$ cat config.mk
export PLATFORM = sky130hd
export DESIGN_NAME = rf_frontend_timer_control
export DESIGN_NICKNAME = d
export VERILOG_FILES = /design/src/pkg/rf_timer_pkg.sv /design/src/verilog/rf_frontend_timer_control.sv
export VERILOG_INCLUDE_DIRS = /design/src /design/src/pkg
export SDC_FILE = /design/constraint.sdc
export NUM_CORES = 1
export LEC_CHECK = 0
export ABC_AREA = 1
export BUFFER_PORTS_ARGS = -buffer_cell sky130_fd_sc_hd__clkbuf_2
export CAP_MARGIN = 20
export CORE_UTILIZATION = 55
export CTS_CLUSTER_DIAMETER = 150
export DETAILED_ROUTE_END_ITERATION = 10
export GPL_ROUTABILITY_DRIVEN = 0
export PLACE_DENSITY = 0.79
export REMOVE_ABC_BUFFERS = 1
export SLEW_MARGIN = 15
export SYNTH_ARGS = -nofsm -noshare
export SYNTH_HDL_FRONTEND = slang
export SYNTH_SLANG_ARGS = --single-unit
$ cat constraint.sdc
create_clock -name pclk -period 2.2 [get_ports pclk]
set_input_delay 0.22 -clock pclk [delete_from_list [all_inputs] [get_ports pclk]]
set_output_delay 0.22 -clock pclk [all_outputs]
set_load 0.01 [all_outputs]
$ cat src/pkg/rf_timer_consts.svh
// Offsets, field positions, reset values and rates of the timer section
`ifndef RF_TIMER_CONSTS_SVH
`define RF_TIMER_CONSTS_SVH

// ----------------------------------------------------------------
// Register indices (byte address is four times the index)
// ----------------------------------------------------------------
`define RUN_CTRL_IDX      8'h0E
`define ZERO_CFG_IDX      8'h0F
`define RELOAD_HIGH_IDX   8'h10
`define RELOAD_LOW_IDX    8'h11
`define IRQ_STATUS_IDX    8'h20
`define IRQ_MASK_IDX      8'h21

// ----------------------------------------------------------------
// Field positions
// ----------------------------------------------------------------
`define RUN_LSB           4
`define CFG_HALT_BIT      7
`define CFG_MODE_MSB      5
`define CFG_MODE_LSB      4
`define CFG_RESTART_BIT   3
`define CFG_CLK_MSB       1
`define CFG_CLK_LSB       0
`define CFG_VALID_MASK    8'hBB

// ----------------------------------------------------------------
// Reset values
// ----------------------------------------------------------------
`define CFG_RST           8'h00
`define RELOAD_RST        8'h00
`define COUNT_RST         16'h0000
`define IRQ_STATUS_RST    1'b0
`define IRQ_MASK_RST      1'b0

// ----------------------------------------------------------------
// Rates in kHz and the slow tick divide count; the fast tick is a fractional divide of pclk
// ----------------------------------------------------------------
`define PCLK_KHZ          18'h30D40
`define FAST_TICK_KHZ     18'h034F8
`define SLOW_TICK_DIV     6'h3F

`endif

$ cat src/pkg/rf_timer_pkg.sv
// Types shared by the timer section
package rf_timer_pkg;

	typedef enum logic [1:0] {
		ST_IDLE,
		ST_ARMED,
		ST_COUNT
	} timer_state_t;

	typedef enum logic [1:0] {
		START_NONE,
		START_TX_END,
		START_TRIM_HOLD,
		START_TRIM_WRAP
	} start_mode_t;

	typedef enum logic [1:0] {
		CLK_FAST,
		CLK_SLOW,
		CLK_TIMER_TWO,
		CLK_TIMER_ONE
	} clock_sel_t;

endpackage : rf_timer_pkg

$ cat src/verilog/rf_frontend_timer_control.sv
// Timer section run control and timer zero, reached over APB
`timescale 1ns/1ps
`include "rf_timer_consts.svh"

// Notes on behaviour
// - Writes change running bits only where mask set
// - Upper bits show live state, start/stop timers
// - Lower mask bits write-only, enable bit above
// - Halt-on-receive stops after first four bits
// - Halt-on-receive ignored in trimming modes
// - Mode 00 manual, 01 starts at TX end
// - Modes 10/11 trim oscillator, edge start/stop
// - Auto-restart reloads and continues at zero, except mode 10
// - Without auto-restart modes 00/01/11 stop at zero
// - Each underflow sets the underflow flag
// - Clock select 00 fast, 01 slow tick
// - Clock select 10/11 cascade sibling underflows
// - Start event loads sixteen-bit reload value
// - Reload writes act at next start or auto-restart reload
module rf_frontend_timer_control (
	input  wire logic        pclk,
	input  wire logic        presetn,
	input  wire logic [9:0]  paddr,
	input  wire logic        psel,
	input  wire logic        penable,
	input  wire logic        pwrite,
	input  wire logic [31:0] pwdata,
	output logic      [31:0] prdata,
	output logic             pready,
	output logic             pslverr,
	input  wire logic        tx_end_pulse,
	input  wire logic        rx_first_bits_pulse,
	input  wire logic        lfo_clock_pin,
	input  wire logic [3:1]  sibling_underflow,
	input  wire logic [3:1]  sibling_halted,
	output logic      [3:0]  run_state,
	output logic             timer_zero_underflow,
	output logic             irq
);

	// ----------------------------------------------------------------
	// Address decode
	// ----------------------------------------------------------------
	function automatic logic reg_hit(input logic [9:0] addr, input logic [7:0] idx);
		reg_hit = (addr[9:2] == idx) && (addr[1:0] == 2'b00);
	endfunction : reg_hit

	logic                        setup_phase;
	logic                        access_phase;
	logic                        wr_en;
	logic                        rd_en;
	logic                        mapped;
	logic                        run_ctrl_wr;

	assign setup_phase  = psel & ~penable;
	assign access_phase = psel & penable;
	assign wr_en        = access_phase & pwrite;
	assign rd_en        = access_phase & ~pwrite;
	assign mapped       = reg_hit(paddr, `RUN_CTRL_IDX) | reg_hit(paddr, `ZERO_CFG_IDX)
	                    | reg_hit(paddr, `RELOAD_HIGH_IDX) | reg_hit(paddr, `RELOAD_LOW_IDX)
	                    | reg_hit(paddr, `IRQ_STATUS_IDX) | reg_hit(paddr, `IRQ_MASK_IDX);
	assign run_ctrl_wr  = wr_en & reg_hit(paddr, `RUN_CTRL_IDX);

	// Zero-wait slave: read data was captured in the setup cycle
	assign pready  = 1'b1;
	assign pslverr = access_phase & ~mapped;

	// ----------------------------------------------------------------
	// Registers
	// ----------------------------------------------------------------
	logic [7:0]                  cfg_ff;
	logic [7:0]                  reload_high_byte_ff;
	logic [7:0]                  reload_low_byte_ff;
	logic                        irq_status_ff;
	logic                        irq_mask_ff;
	logic [31:0]                 prdata_ff;
	wire logic [3:1]             sibling_run;
	rf_timer_pkg::timer_state_t  state_ff;
	logic [15:0]                 count_ff;
	logic                        underflow_ff;

	// Field views
	logic                        halt_on_first_rx_bits;
	rf_timer_pkg::start_mode_t   start_mode_select;
	logic                        reload_on_zero;
	rf_timer_pkg::clock_sel_t    input_clock_select;
	logic [15:0]                 reload_value;
	logic                        trim_mode;

	assign halt_on_first_rx_bits = cfg_ff[`CFG_HALT_BIT];
	assign start_mode_select     = rf_timer_pkg::start_mode_t'(cfg_ff[`CFG_MODE_MSB:`CFG_MODE_LSB]);
	assign reload_on_zero        = cfg_ff[`CFG_RESTART_BIT];
	assign input_clock_select    = rf_timer_pkg::clock_sel_t'(cfg_ff[`CFG_CLK_MSB:`CFG_CLK_LSB]);
	assign reload_value          = {reload_high_byte_ff, reload_low_byte_ff};
	assign trim_mode             = start_mode_select[1];

	always_ff @(posedge pclk or negedge presetn) begin
		if (!presetn) begin
			cfg_ff <= `CFG_RST;
		end else if (wr_en && reg_hit(paddr, `ZERO_CFG_IDX)) begin
			cfg_ff <= pwdata[7:0] & `CFG_VALID_MASK;
		end
	end

	always_ff @(posedge pclk or negedge presetn) begin
		if (!presetn) begin
			reload_high_byte_ff <= `RELOAD_RST;
			reload_low_byte_ff  <= `RELOAD_RST;
		end else begin
			if (wr_en && reg_hit(paddr, `RELOAD_HIGH_IDX)) begin
				reload_high_byte_ff <= pwdata[7:0];
			end
			if (wr_en && reg_hit(paddr, `RELOAD_LOW_IDX)) begin
				reload_low_byte_ff <= pwdata[7:0];
			end
		end
	end

	always_ff @(posedge pclk or negedge presetn) begin
		if (!presetn) begin
			irq_mask_ff <= `IRQ_MASK_RST;
		end else if (wr_en && reg_hit(paddr, `IRQ_MASK_IDX)) begin
			irq_mask_ff <= pwdata[0];
		end
	end

	// ----------------------------------------------------------------
	// Tick generation
	// ----------------------------------------------------------------
	// Fractional accumulator: average rate exact, jitter one pclk
	logic [17:0] frac_acc_ff;
	logic [17:0] frac_sum;
	logic        fast_tick_ff;
	logic [5:0]  slow_div_ff;
	logic        slow_tick_ff;

	assign frac_sum = frac_acc_ff + `FAST_TICK_KHZ;

	always_ff @(posedge pclk or negedge presetn) begin
		if (!presetn) begin
			frac_acc_ff  <= 18'h00000;
			fast_tick_ff <= 1'b0;
		end else if (frac_sum >= `PCLK_KHZ) begin
			frac_acc_ff  <= frac_sum - `PCLK_KHZ;
			fast_tick_ff <= 1'b1;
		end else begin
			frac_acc_ff  <= frac_sum;
			fast_tick_ff <= 1'b0;
		end
	end

	always_ff @(posedge pclk or negedge presetn) begin
		if (!presetn) begin
			slow_div_ff  <= 6'h00;
			slow_tick_ff <= 1'b0;
		end else begin
			slow_tick_ff <= 1'b0;
			if (fast_tick_ff) begin
				slow_div_ff <= slow_div_ff + 6'h01;
				if (slow_div_ff == `SLOW_TICK_DIV) begin
					slow_tick_ff <= 1'b1;
				end
			end
		end
	end

	logic tick;

	always_comb begin
		case (input_clock_select)
			rf_timer_pkg::CLK_FAST:      tick = fast_tick_ff;
			rf_timer_pkg::CLK_SLOW:      tick = slow_tick_ff;
			rf_timer_pkg::CLK_TIMER_TWO: tick = sibling_underflow[2];
			rf_timer_pkg::CLK_TIMER_ONE: tick = sibling_underflow[1];
			default:                     tick = 1'b0;
		endcase
	end

	// ----------------------------------------------------------------
	// Oscillator pin synchroniser and edge detect
	// ----------------------------------------------------------------
	logic lfo_meta_ff;
	logic lfo_sync_ff;
	logic lfo_prev_ff;
	logic lfo_rise;

	always_ff @(posedge pclk or negedge presetn) begin
		if (!presetn) begin
			lfo_meta_ff <= 1'b0;
			lfo_sync_ff <= 1'b0;
			lfo_prev_ff <= 1'b0;
		end else begin
			lfo_meta_ff <= lfo_clock_pin;
			lfo_sync_ff <= lfo_meta_ff;
			lfo_prev_ff <= lfo_sync_ff;
		end
	end

	assign lfo_rise = lfo_sync_ff & ~lfo_prev_ff;

	// ----------------------------------------------------------------
	// Timer zero control
	// ----------------------------------------------------------------
	logic sw_start;
	logic sw_stop;
	logic trim_stop;
	logic rx_halt;
	logic auto_start;
	logic underflow_now;

	assign sw_start   = run_ctrl_wr & pwdata[0] & pwdata[`RUN_LSB];
	assign sw_stop    = run_ctrl_wr & pwdata[0] & ~pwdata[`RUN_LSB];
	assign trim_stop  = trim_mode & lfo_rise;
	assign rx_halt    = halt_on_first_rx_bits & ~trim_mode & rx_first_bits_pulse;
	assign auto_start = (start_mode_select == rf_timer_pkg::START_TX_END) & tx_end_pulse;

	// Underflow is a tick at zero while counting, except in mode 10 or when a start, stop or halt comes in the same cycle
	assign underflow_now = (state_ff == rf_timer_pkg::ST_COUNT) & tick & (count_ff == 16'h0000)
	                     & (start_mode_select != rf_timer_pkg::START_TRIM_HOLD)
	                     & ~sw_start & ~sw_stop & ~trim_stop & ~rx_halt;

	always_ff @(posedge pclk or negedge presetn) begin
		if (!presetn) begin
			state_ff <= rf_timer_pkg::ST_IDLE;
			count_ff <= `COUNT_RST;
		end else if (sw_stop) begin
			state_ff <= rf_timer_pkg::ST_IDLE;
		end else if (sw_start) begin
			// Trimming waits for an oscillator edge
			if (trim_mode) begin
				state_ff <= rf_timer_pkg::ST_ARMED;
			end else begin
				state_ff <= rf_timer_pkg::ST_COUNT;
				count_ff <= reload_value;
			end
		end else begin
			case (state_ff)
				rf_timer_pkg::ST_IDLE: begin
					if (auto_start) begin
						state_ff <= rf_timer_pkg::ST_COUNT;
						count_ff <= reload_value;
					end
				end
				rf_timer_pkg::ST_ARMED: begin
					if (!trim_mode) begin
						state_ff <= rf_timer_pkg::ST_IDLE;
					end else if (lfo_rise) begin
						state_ff <= rf_timer_pkg::ST_COUNT;
						count_ff <= reload_value;
					end
				end
				rf_timer_pkg::ST_COUNT: begin
					if (trim_stop) begin
						// Next edge ends the trim count
						state_ff <= rf_timer_pkg::ST_IDLE;
					end else if (rx_halt) begin
						state_ff <= rf_timer_pkg::ST_IDLE;
					end else if (tick) begin
						if (count_ff != 16'h0000) begin
							count_ff <= count_ff - 16'h0001;
						end else if (start_mode_select == rf_timer_pkg::START_TRIM_HOLD) begin
							// Trim without underflow holds at zero
							count_ff <= 16'h0000;
						end else if (reload_on_zero) begin
							count_ff <= reload_value;
						end else begin
							state_ff <= rf_timer_pkg::ST_IDLE;
						end
					end
				end
				default: begin
					state_ff <= rf_timer_pkg::ST_IDLE;
				end
			endcase
		end
	end

	always_ff @(posedge pclk or negedge presetn) begin
		if (!presetn) begin
			underflow_ff <= 1'b0;
		end else begin
			underflow_ff <= underflow_now;
		end
	end

	assign timer_zero_underflow = underflow_ff;

	// ----------------------------------------------------------------
	// Sibling timer running bits
	// ----------------------------------------------------------------
	// Software write wins over a sibling's own halt in the same cycle
	genvar gi;
	generate
		for (gi = 1; gi < 4; gi++) begin : g_sibling
			// One flop per process keeps each bit single-driven
			logic run_bit_ff;

			always_ff @(posedge pclk or negedge presetn) begin
				if (!presetn) begin
					run_bit_ff <= 1'b0;
				end else if (run_ctrl_wr && pwdata[gi]) begin
					run_bit_ff <= pwdata[gi+`RUN_LSB];
				end else if (sibling_halted[gi]) begin
					run_bit_ff <= 1'b0;
				end
			end

			assign sibling_run[gi] = run_bit_ff;
		end
	endgenerate

	assign run_state = {sibling_run, state_ff != rf_timer_pkg::ST_IDLE};

	// ----------------------------------------------------------------
	// Interrupt
	// ----------------------------------------------------------------
	logic status_read;

	assign status_read = rd_en & reg_hit(paddr, `IRQ_STATUS_IDX);

	// Set wins; a read clears only what it returned
	always_ff @(posedge pclk or negedge presetn) begin
		if (!presetn) begin
			irq_status_ff <= `IRQ_STATUS_RST;
		end else begin
			irq_status_ff <= (irq_status_ff & ~(status_read & prdata_ff[0])) | underflow_now;
		end
	end

	assign irq = irq_status_ff & irq_mask_ff;

	// ----------------------------------------------------------------
	// Read data
	// ----------------------------------------------------------------
	logic [31:0] rd_mux;

	always_comb begin
		rd_mux = 32'h0000_0000;
		if (reg_hit(paddr, `RUN_CTRL_IDX)) begin
			rd_mux[7:0] = {run_state, 4'h0};
		end
		if (reg_hit(paddr, `ZERO_CFG_IDX)) begin
			rd_mux[7:0] = cfg_ff;
		end
		if (reg_hit(paddr, `RELOAD_HIGH_IDX)) begin
			rd_mux[7:0] = reload_high_byte_ff;
		end
		if (reg_hit(paddr, `RELOAD_LOW_IDX)) begin
			rd_mux[7:0] = reload_low_byte_ff;
		end
		if (reg_hit(paddr, `IRQ_STATUS_IDX)) begin
			rd_mux[0] = irq_status_ff;
		end
		if (reg_hit(paddr, `IRQ_MASK_IDX)) begin
			rd_mux[0] = irq_mask_ff;
		end
	end

	always_ff @(posedge pclk or negedge presetn) begin
		if (!presetn) begin
			prdata_ff <= 32'h0000_0000;
		end else if (setup_phase && !pwrite) begin
			prdata_ff <= rd_mux;
		end
	end

	assign prdata = prdata_ff;

endmodule : rf_frontend_timer_control
# ---- Yosys cells after proc, flatten, opt, wreduce, memory -nomap -nowiden
# Cells that the tools add are included.
dict set report op_classes {
  eq_ne 29
  mux 42
  n_bitwise 42
  n_addsub 4
  order_cmp 1
  n_reduce_logical 27
}
# operator count
set op_table {}
lappend op_table {{16-bit 2-to-1 mux} 11}
lappend op_table {{16-bit case mux with 3 select lines} 1}
lappend op_table {{8-bit 2-to-1 mux} 4}
lappend op_table {{1-bit AND} 25}
lappend op_table {{2-bit 2-to-1 mux} 12}
lappend op_table {{6-bit != test (second input constant)} 4}
lappend op_table {{18-bit by 14-bit adder with 18-bit output (second input constant)} 1}
lappend op_table {{18-bit >= comparator (second input constant)} 1}
lappend op_table {{18-bit 2-to-1 mux} 1}
lappend op_table {{3-bit != test (second input constant)} 6}
lappend op_table {{18-bit subtractor (second input constant)} 1}
lappend op_table {{8-bit by 4-bit equality test with 1-bit output (second input constant)} 2}
lappend op_table {{8-bit by 5-bit equality test with 1-bit output (second input constant)} 2}
lappend op_table {{8-bit by 6-bit equality test with 1-bit output (second input constant)} 2}
lappend op_table {{16-bit logical NOT} 1}
lappend op_table {{16-bit nonzero test} 1}
lappend op_table {{16-bit by 1-bit subtractor with 16-bit output (second input constant)} 1}
lappend op_table {{1-bit logical AND} 14}
lappend op_table {{1-bit 2-to-1 mux} 11}
lappend op_table {{1-bit NOT} 11}
lappend op_table {{10-bit AND reduction} 1}
lappend op_table {{2-bit equality test (second input constant)} 4}
lappend op_table {{2-bit nonzero test} 4}
lappend op_table {{6-bit by 1-bit adder with 6-bit output (second input constant)} 1}
lappend op_table {{other kinds (13)} 23}
dict set report word_totals {
  reg_bits 83
}

# ---- Logic depth before layout (Yosys ltp)
dict set report depth {
  word_depth 11
  mapped_depth 17
}

# ---- Worst setup path after synthesis
# No wires, ideal clock.
dict set report synth_path {
  path_type {register to register}
  start {register frac_acc_ff[3]}
  end {register frac_acc_ff[14]}
  path_slack_ns 0.175
  path_buffers 0
  setup_ns 0.118
  arrival_ns 1.907
  path_stages_with_launch 17
  path_cell_list {dfrtp_1 inv_1 ha_1 nand2_1 nand2_1 nand2_1 ha_1 inv_1 nand3_1 nand2_1 inv_2 nor2_2 nor2_2 nand3_4 nand2_4 nand2_1 nand2_1}
}
dict set report synth_via {
  elab_chain_cells 3
}
# item line
set synth_rtl {}
lappend synth_rtl {{start: declaration} rf_frontend_timer_control.sv:131} ;# logic [17:0] frac_acc_ff;
lappend synth_rtl {{start signal: assignment} rf_frontend_timer_control.sv:144} ;# frac_acc_ff <= frac_sum - `PCLK_KHZ;
lappend synth_rtl {{start signal: assignment} rf_frontend_timer_control.sv:147} ;# frac_acc_ff <= frac_sum;
lappend synth_rtl {{18-bit by 14-bit adder with 18-bit output (no line) (*)} -}
lappend synth_rtl {{via frac_sum[3]} rf_frontend_timer_control.sv:132} ;# logic [17:0] frac_sum;
lappend synth_rtl {{18-bit subtractor (no line) or 18-bit >= comparator (tied branches)} -}
lappend synth_rtl {{18-bit 2-to-1 mux (*)} rf_frontend_timer_control.sv:143} ;# end else if (frac_sum >= `PCLK_KHZ) begin
# Mark *: on every way through the listed nets, which the timed path passes. The rest lies on a longest branch.
# A chain may end at the register's enable or synchronous reset.

# ---- Final worst setup path
dict set report layout_path {
  start {register frac_acc_ff[3]}
  end {register frac_acc_ff[12]}
}
# Same word-level chain as after synthesis.

==> metrics.md <==
| Metric | Value |
|---|---|
| R2R setup slack | between 0.1 and 0.15 ns |
| Classification of the worst-slack hold path | input pin to flip-flop |
| Total global-route track usage | about a quarter |
| Cells after Synth | 740 |
| Post-layout min period | 2.061 ns |
| Layout overhead on the synthesized area | 12.31% |
| Largest clock skew in the final design | about 0.016 ns |
| CTS Buffer Depth | 2 |
| CP Capture Point | frac_acc_ff[12] |
| Maximum number of pins on one net before global-route repair | 46 |
| Number of clock buffers inserted by TritonCTS | 9 |
| Avg Cell Area, Syn | 6.992 um2 |
| Startpoint of the worst register-to-register path | frac_acc_ff[3] |
| Vias post-DR | ~4,900 |
| Total of warnings raised by yosys | 0 |
| Startpoint type of the worst setup path | flip-flop |
| Share of total power in the clock network | a little under a quarter |
| Total iterations of the first detailed-routing run | 5 |
| Distinct cell type count after synthesis | 36 |
| Number of max-capacitance violations reported | 0 |
| Commonest non-fill, non-tap cell in the layout | sky130_fd_sc_hd__nand2_1 |
| Post-detailed-placement half-perimeter wirelength | between 9000 and 10,000 um |
| Power per Cell Area | roughly 760 nW/um2 |
| Status | finished clean |
| Final routed wirelength across all metal layers | roughly 12,000 um |
| Antenna violations before repair | 0 |
| Maximum fanout along the worst path | 5 |
| Number of sinks on the clock net | 80 |
| RR Endpoint | frac_acc_ff[12] |
| ANT nets after route | 0 |
| Switching power | around 1.8 mW |
| Remaining routing DRC violations | 0 |
| Placeable core area | around 9200 um2 |
| Dpl ws | 0.05489 ns |
| Layout cells sized above 1 | 15.99% |
| # diodes | 0 |
| Die footprint | between 9000 and 10,000 um2 |
| Commonest non-fill, non-tap cells in the layout | sky130_fd_sc_hd__nand2_1 (253), sky130_fd_sc_hd__dfrtp_1 (79), sky130_fd_sc_hd__inv_1 (69), sky130_fd_sc_hd__nand3_1 (69), sky130_fd_sc_hd__nor2_1 (53) |
| Cell depth of the worst flop-to-flop path | 18 |
| Sequential power share | 39.0% |
| Kind of critical path | flip-flop to flip-flop |
| CP Launch Point | frac_acc_ff[3] |
| Sequential fraction of the synthesis area | between 30% and 40% |
| Clock edge transition at the registers on the reported setup and hold paths | 0.10 ns |
| Critical Path AT | roughly 2.3 ns |
| Maximum vdd drop | between 0.3 and 0.4 mV |
| Number of DRC markers after the initial detailed-route iteration | 220 |
| Filler Cells Inserted | around 830 |
| Initial cell density of the core | 56.26% |
| Global-route wire length before repair | 20,500 um |
| Area of the mapped netlist | 5174 um2 |
| Die Height | just under 100 um |
| Number of rows in the core area | 35 |
| CP Capture Type | flip-flop |
| Drt via density | approximately 5.4 |
| Clock latency at the later pin of the worst-skew pair | 0.37 ns |
| Post-route cell area | approximately 5800 um2 |
| Share of the clock period used by the worst path after layout | between 90% and 100% |
| I/O pin count | between 90 and 100 |
| # setup viols final | 0 |
| Least setup slack across all paths after layout | 0.1387 ns |
| Width of the die | around 100 um |
| GRT Residual Overflow | 0 |
| Clock root cell | sky130_fd_sc_hd__clkbuf_8 |
| Area share of the largest cell type after synthesis | between 30% and 40% |
| Average wire length per cell after detail routing | roughly 14 um |
| Internal Power | 2.635 mW |
| Number of flip-flops and latches in the synthesized netlist | 80 |
| Final Max Tran Viols | 0 |
| Number of input and output port buffers inserted | 45 |
| Critical path data required time | ~2.5 ns |
| Final-report hold violation count | 0 |
| Reported leakage power | between 3 and 4 nW |
| Fmax | just under 0.5 GHz |
| Cell types occupying the most area after synthesis | sky130_fd_sc_hd__dfrtp_1 (39%), sky130_fd_sc_hd__nand2_1 (19%), sky130_fd_sc_hd__nand3_1 (6.9%) |
| Maximum level of the CTS H-tree | 3 |
| Vias in the first global route | around 4,600 |
| Clock tree from TritonCTS | done |
| Switching share of power | ~40% |
| Share of power burned in combinational logic | about 38% |
| Area leader, netlist | sky130_fd_sc_hd__dfrtp_1 |
| Placed Area | around 5500 um2 |
| Net count reported at finish | 864 |
-- registers in the layout, summed over array words and instances, names as in the netlist, 2 cells and up --
register	flops
slow_div_ff	6
prdata	8
reload_high_byte_ff	8
cfg_ff	6
state_ff	2
reload_low_byte_ff	8
count_ff	16
frac_acc_ff	15
g_sibling.run_bit_ff	3
-- synth_stat cells --
| cell type | number |
|---|---|
| sky130_fd_sc_hd__a2111oi_0 | 1 |
| sky130_fd_sc_hd__a21oi_1 | 9 |
| sky130_fd_sc_hd__a22oi_1 | 1 |
| sky130_fd_sc_hd__a2bb2oi_1 | 1 |
| sky130_fd_sc_hd__buf_2 | 5 |
| sky130_fd_sc_hd__buf_4 | 29 |
| sky130_fd_sc_hd__clkbuf_1 | 6 |
| sky130_fd_sc_hd__clkinv_1 | 1 |
| sky130_fd_sc_hd__conb_1 | 2 |
| sky130_fd_sc_hd__dfrtp_1 | 80 |
| sky130_fd_sc_hd__ha_1 | 6 |
| sky130_fd_sc_hd__inv_1 | 72 |
| sky130_fd_sc_hd__inv_2 | 10 |
| sky130_fd_sc_hd__nand2_1 | 257 |
| sky130_fd_sc_hd__nand2_2 | 6 |
| sky130_fd_sc_hd__nand2_4 | 1 |
| sky130_fd_sc_hd__nand3_1 | 71 |
| sky130_fd_sc_hd__nand3_2 | 3 |
| sky130_fd_sc_hd__nand3_4 | 1 |
| sky130_fd_sc_hd__nand3b_1 | 10 |
| sky130_fd_sc_hd__nand4_1 | 15 |
| sky130_fd_sc_hd__nor2_1 | 54 |
| sky130_fd_sc_hd__nor2_2 | 8 |
| sky130_fd_sc_hd__nor2_4 | 3 |
| sky130_fd_sc_hd__nor3_1 | 7 |
| sky130_fd_sc_hd__nor3_4 | 1 |
| sky130_fd_sc_hd__nor4_1 | 2 |
| sky130_fd_sc_hd__nor4_4 | 1 |
| sky130_fd_sc_hd__o2111ai_1 | 1 |
| sky130_fd_sc_hd__o211ai_1 | 1 |
| sky130_fd_sc_hd__o21ai_0 | 29 |
| sky130_fd_sc_hd__o21ai_1 | 20 |
| sky130_fd_sc_hd__o21bai_1 | 1 |
| sky130_fd_sc_hd__or2_0 | 1 |
| sky130_fd_sc_hd__xnor2_1 | 9 |
| sky130_fd_sc_hd__xor2_1 | 15 |
-- stage by stage --
step	hold WS (ns)	utilization, %	total power [mW]	instances	TNS (ns)
after detailed placement	0.2137	59.82	3.361	896	0
after floorplan	-0.07559	-	2.920	723	0
final	0.1052	63.18	4.404	918	0
after global placement	0.2112	59.82	3.300	896	0
after CTS	0.1051	62.03	4.394	914	0
after global routing	0.1157	63.18	4.725	918	-0.08704
-- metal layers --
metal	up-vias	wire, um	GRT usage [%]	share of wire, %
li1	2426	-	-	-
met3	28	671	4.184	5.4
met4	0	381	10.56	3.1
met2	174	6177	46.15	50
met5	-	0	0	0
met1	2286	5177	32.57	42
-- worst min path at each step --
stage | startpoint | cells past startpoint | to
final | pwdata[2] | 3 | reload_low_byte_ff[2]
after global placement | presetn | 1 | lfo_prev_ff
after global routing | pwdata[2] | 3 | reload_low_byte_ff[2]
after CTS | pwdata[2] | 3 | reload_low_byte_ff[2]
after floorplan | presetn | 0 | cfg_ff[0]
after detailed placement | presetn | 1 | lfo_prev_ff
-- layout make-up --
| type | instances | area [um2] | area share, % |
|---|---|---|---|
| Clock inverter | 7 | 58.81 | 1.012 |
| Inverter | 83 | 314.1 | 5.405 |
| Sequential cell | 80 | 2003 | 34.47 |
| Tap cell | 111 | 138.9 | 2.390 |
| Clock buffer | 9 | 123.9 | 2.132 |
| Multi-Input combinational cell | 561 | 2758 | 47.46 |
| Timing Repair Buffer | 67 | 414.1 | 7.127 |
-- timing repair --
item | CTS | global route
hold endpoints to repair | 36 | 0
hold buffers | 2 | 0
gates resized for setup | 0 | 20
setup endpoints to repair | 0 | 28
buffers inserted | 0 | 3
-- power by group through the flow --
stage	Clock (mW)	Sequential [mW]	Combinational [mW]
2_1_floorplan	0	1.71	1.21
3_3_place_gp	0	1.73	1.57
3_5_place_dp	0	1.74	1.62
4_1_cts	1.05	1.71	1.63
5_1_grt	1.11	1.73	1.88
6_report	1.04	1.72	1.65
-- cell families (layout without fill, tap and decap cells) --
logic type | Yosys count | after routing | share of synthesized area [%]
fa+ha+maj | 6 | 6 | 1.451
flops | 80 | 80 | 38.69
other cells | 2 | 25 | 0.1452
xor+xnor | 24 | 24 | 4.063
compound gates | 64 | 64 | 6.554
simple gates | 441 | 442 | 37.94
buf+inv | 123 | 166 | 11.15
-- worst max-delay path: stages (launching register included) --
cell                      delay, ns
sky130_fd_sc_hd__dfrtp_1       0.42
sky130_fd_sc_hd__inv_2         0.10
sky130_fd_sc_hd__buf_4         0.14
sky130_fd_sc_hd__nand2_1       0.07
sky130_fd_sc_hd__nand2_1       0.07
sky130_fd_sc_hd__nand2_2       0.08
sky130_fd_sc_hd__inv_4         0.09
sky130_fd_sc_hd__ha_4          0.14
sky130_fd_sc_hd__inv_1         0.03
sky130_fd_sc_hd__nand3_1       0.08
sky130_fd_sc_hd__nand2_2       0.07
sky130_fd_sc_hd__inv_2         0.07
sky130_fd_sc_hd__nor2_4        0.05
sky130_fd_sc_hd__nor2_4        0.17
sky130_fd_sc_hd__nand2_2       0.09
sky130_fd_sc_hd__nand2_1       0.08
sky130_fd_sc_hd__nand2_2       0.08
sky130_fd_sc_hd__nand2_1       0.07
sky130_fd_sc_hd__nand2_1       0.05
Power figures use the tool's default switching activity.
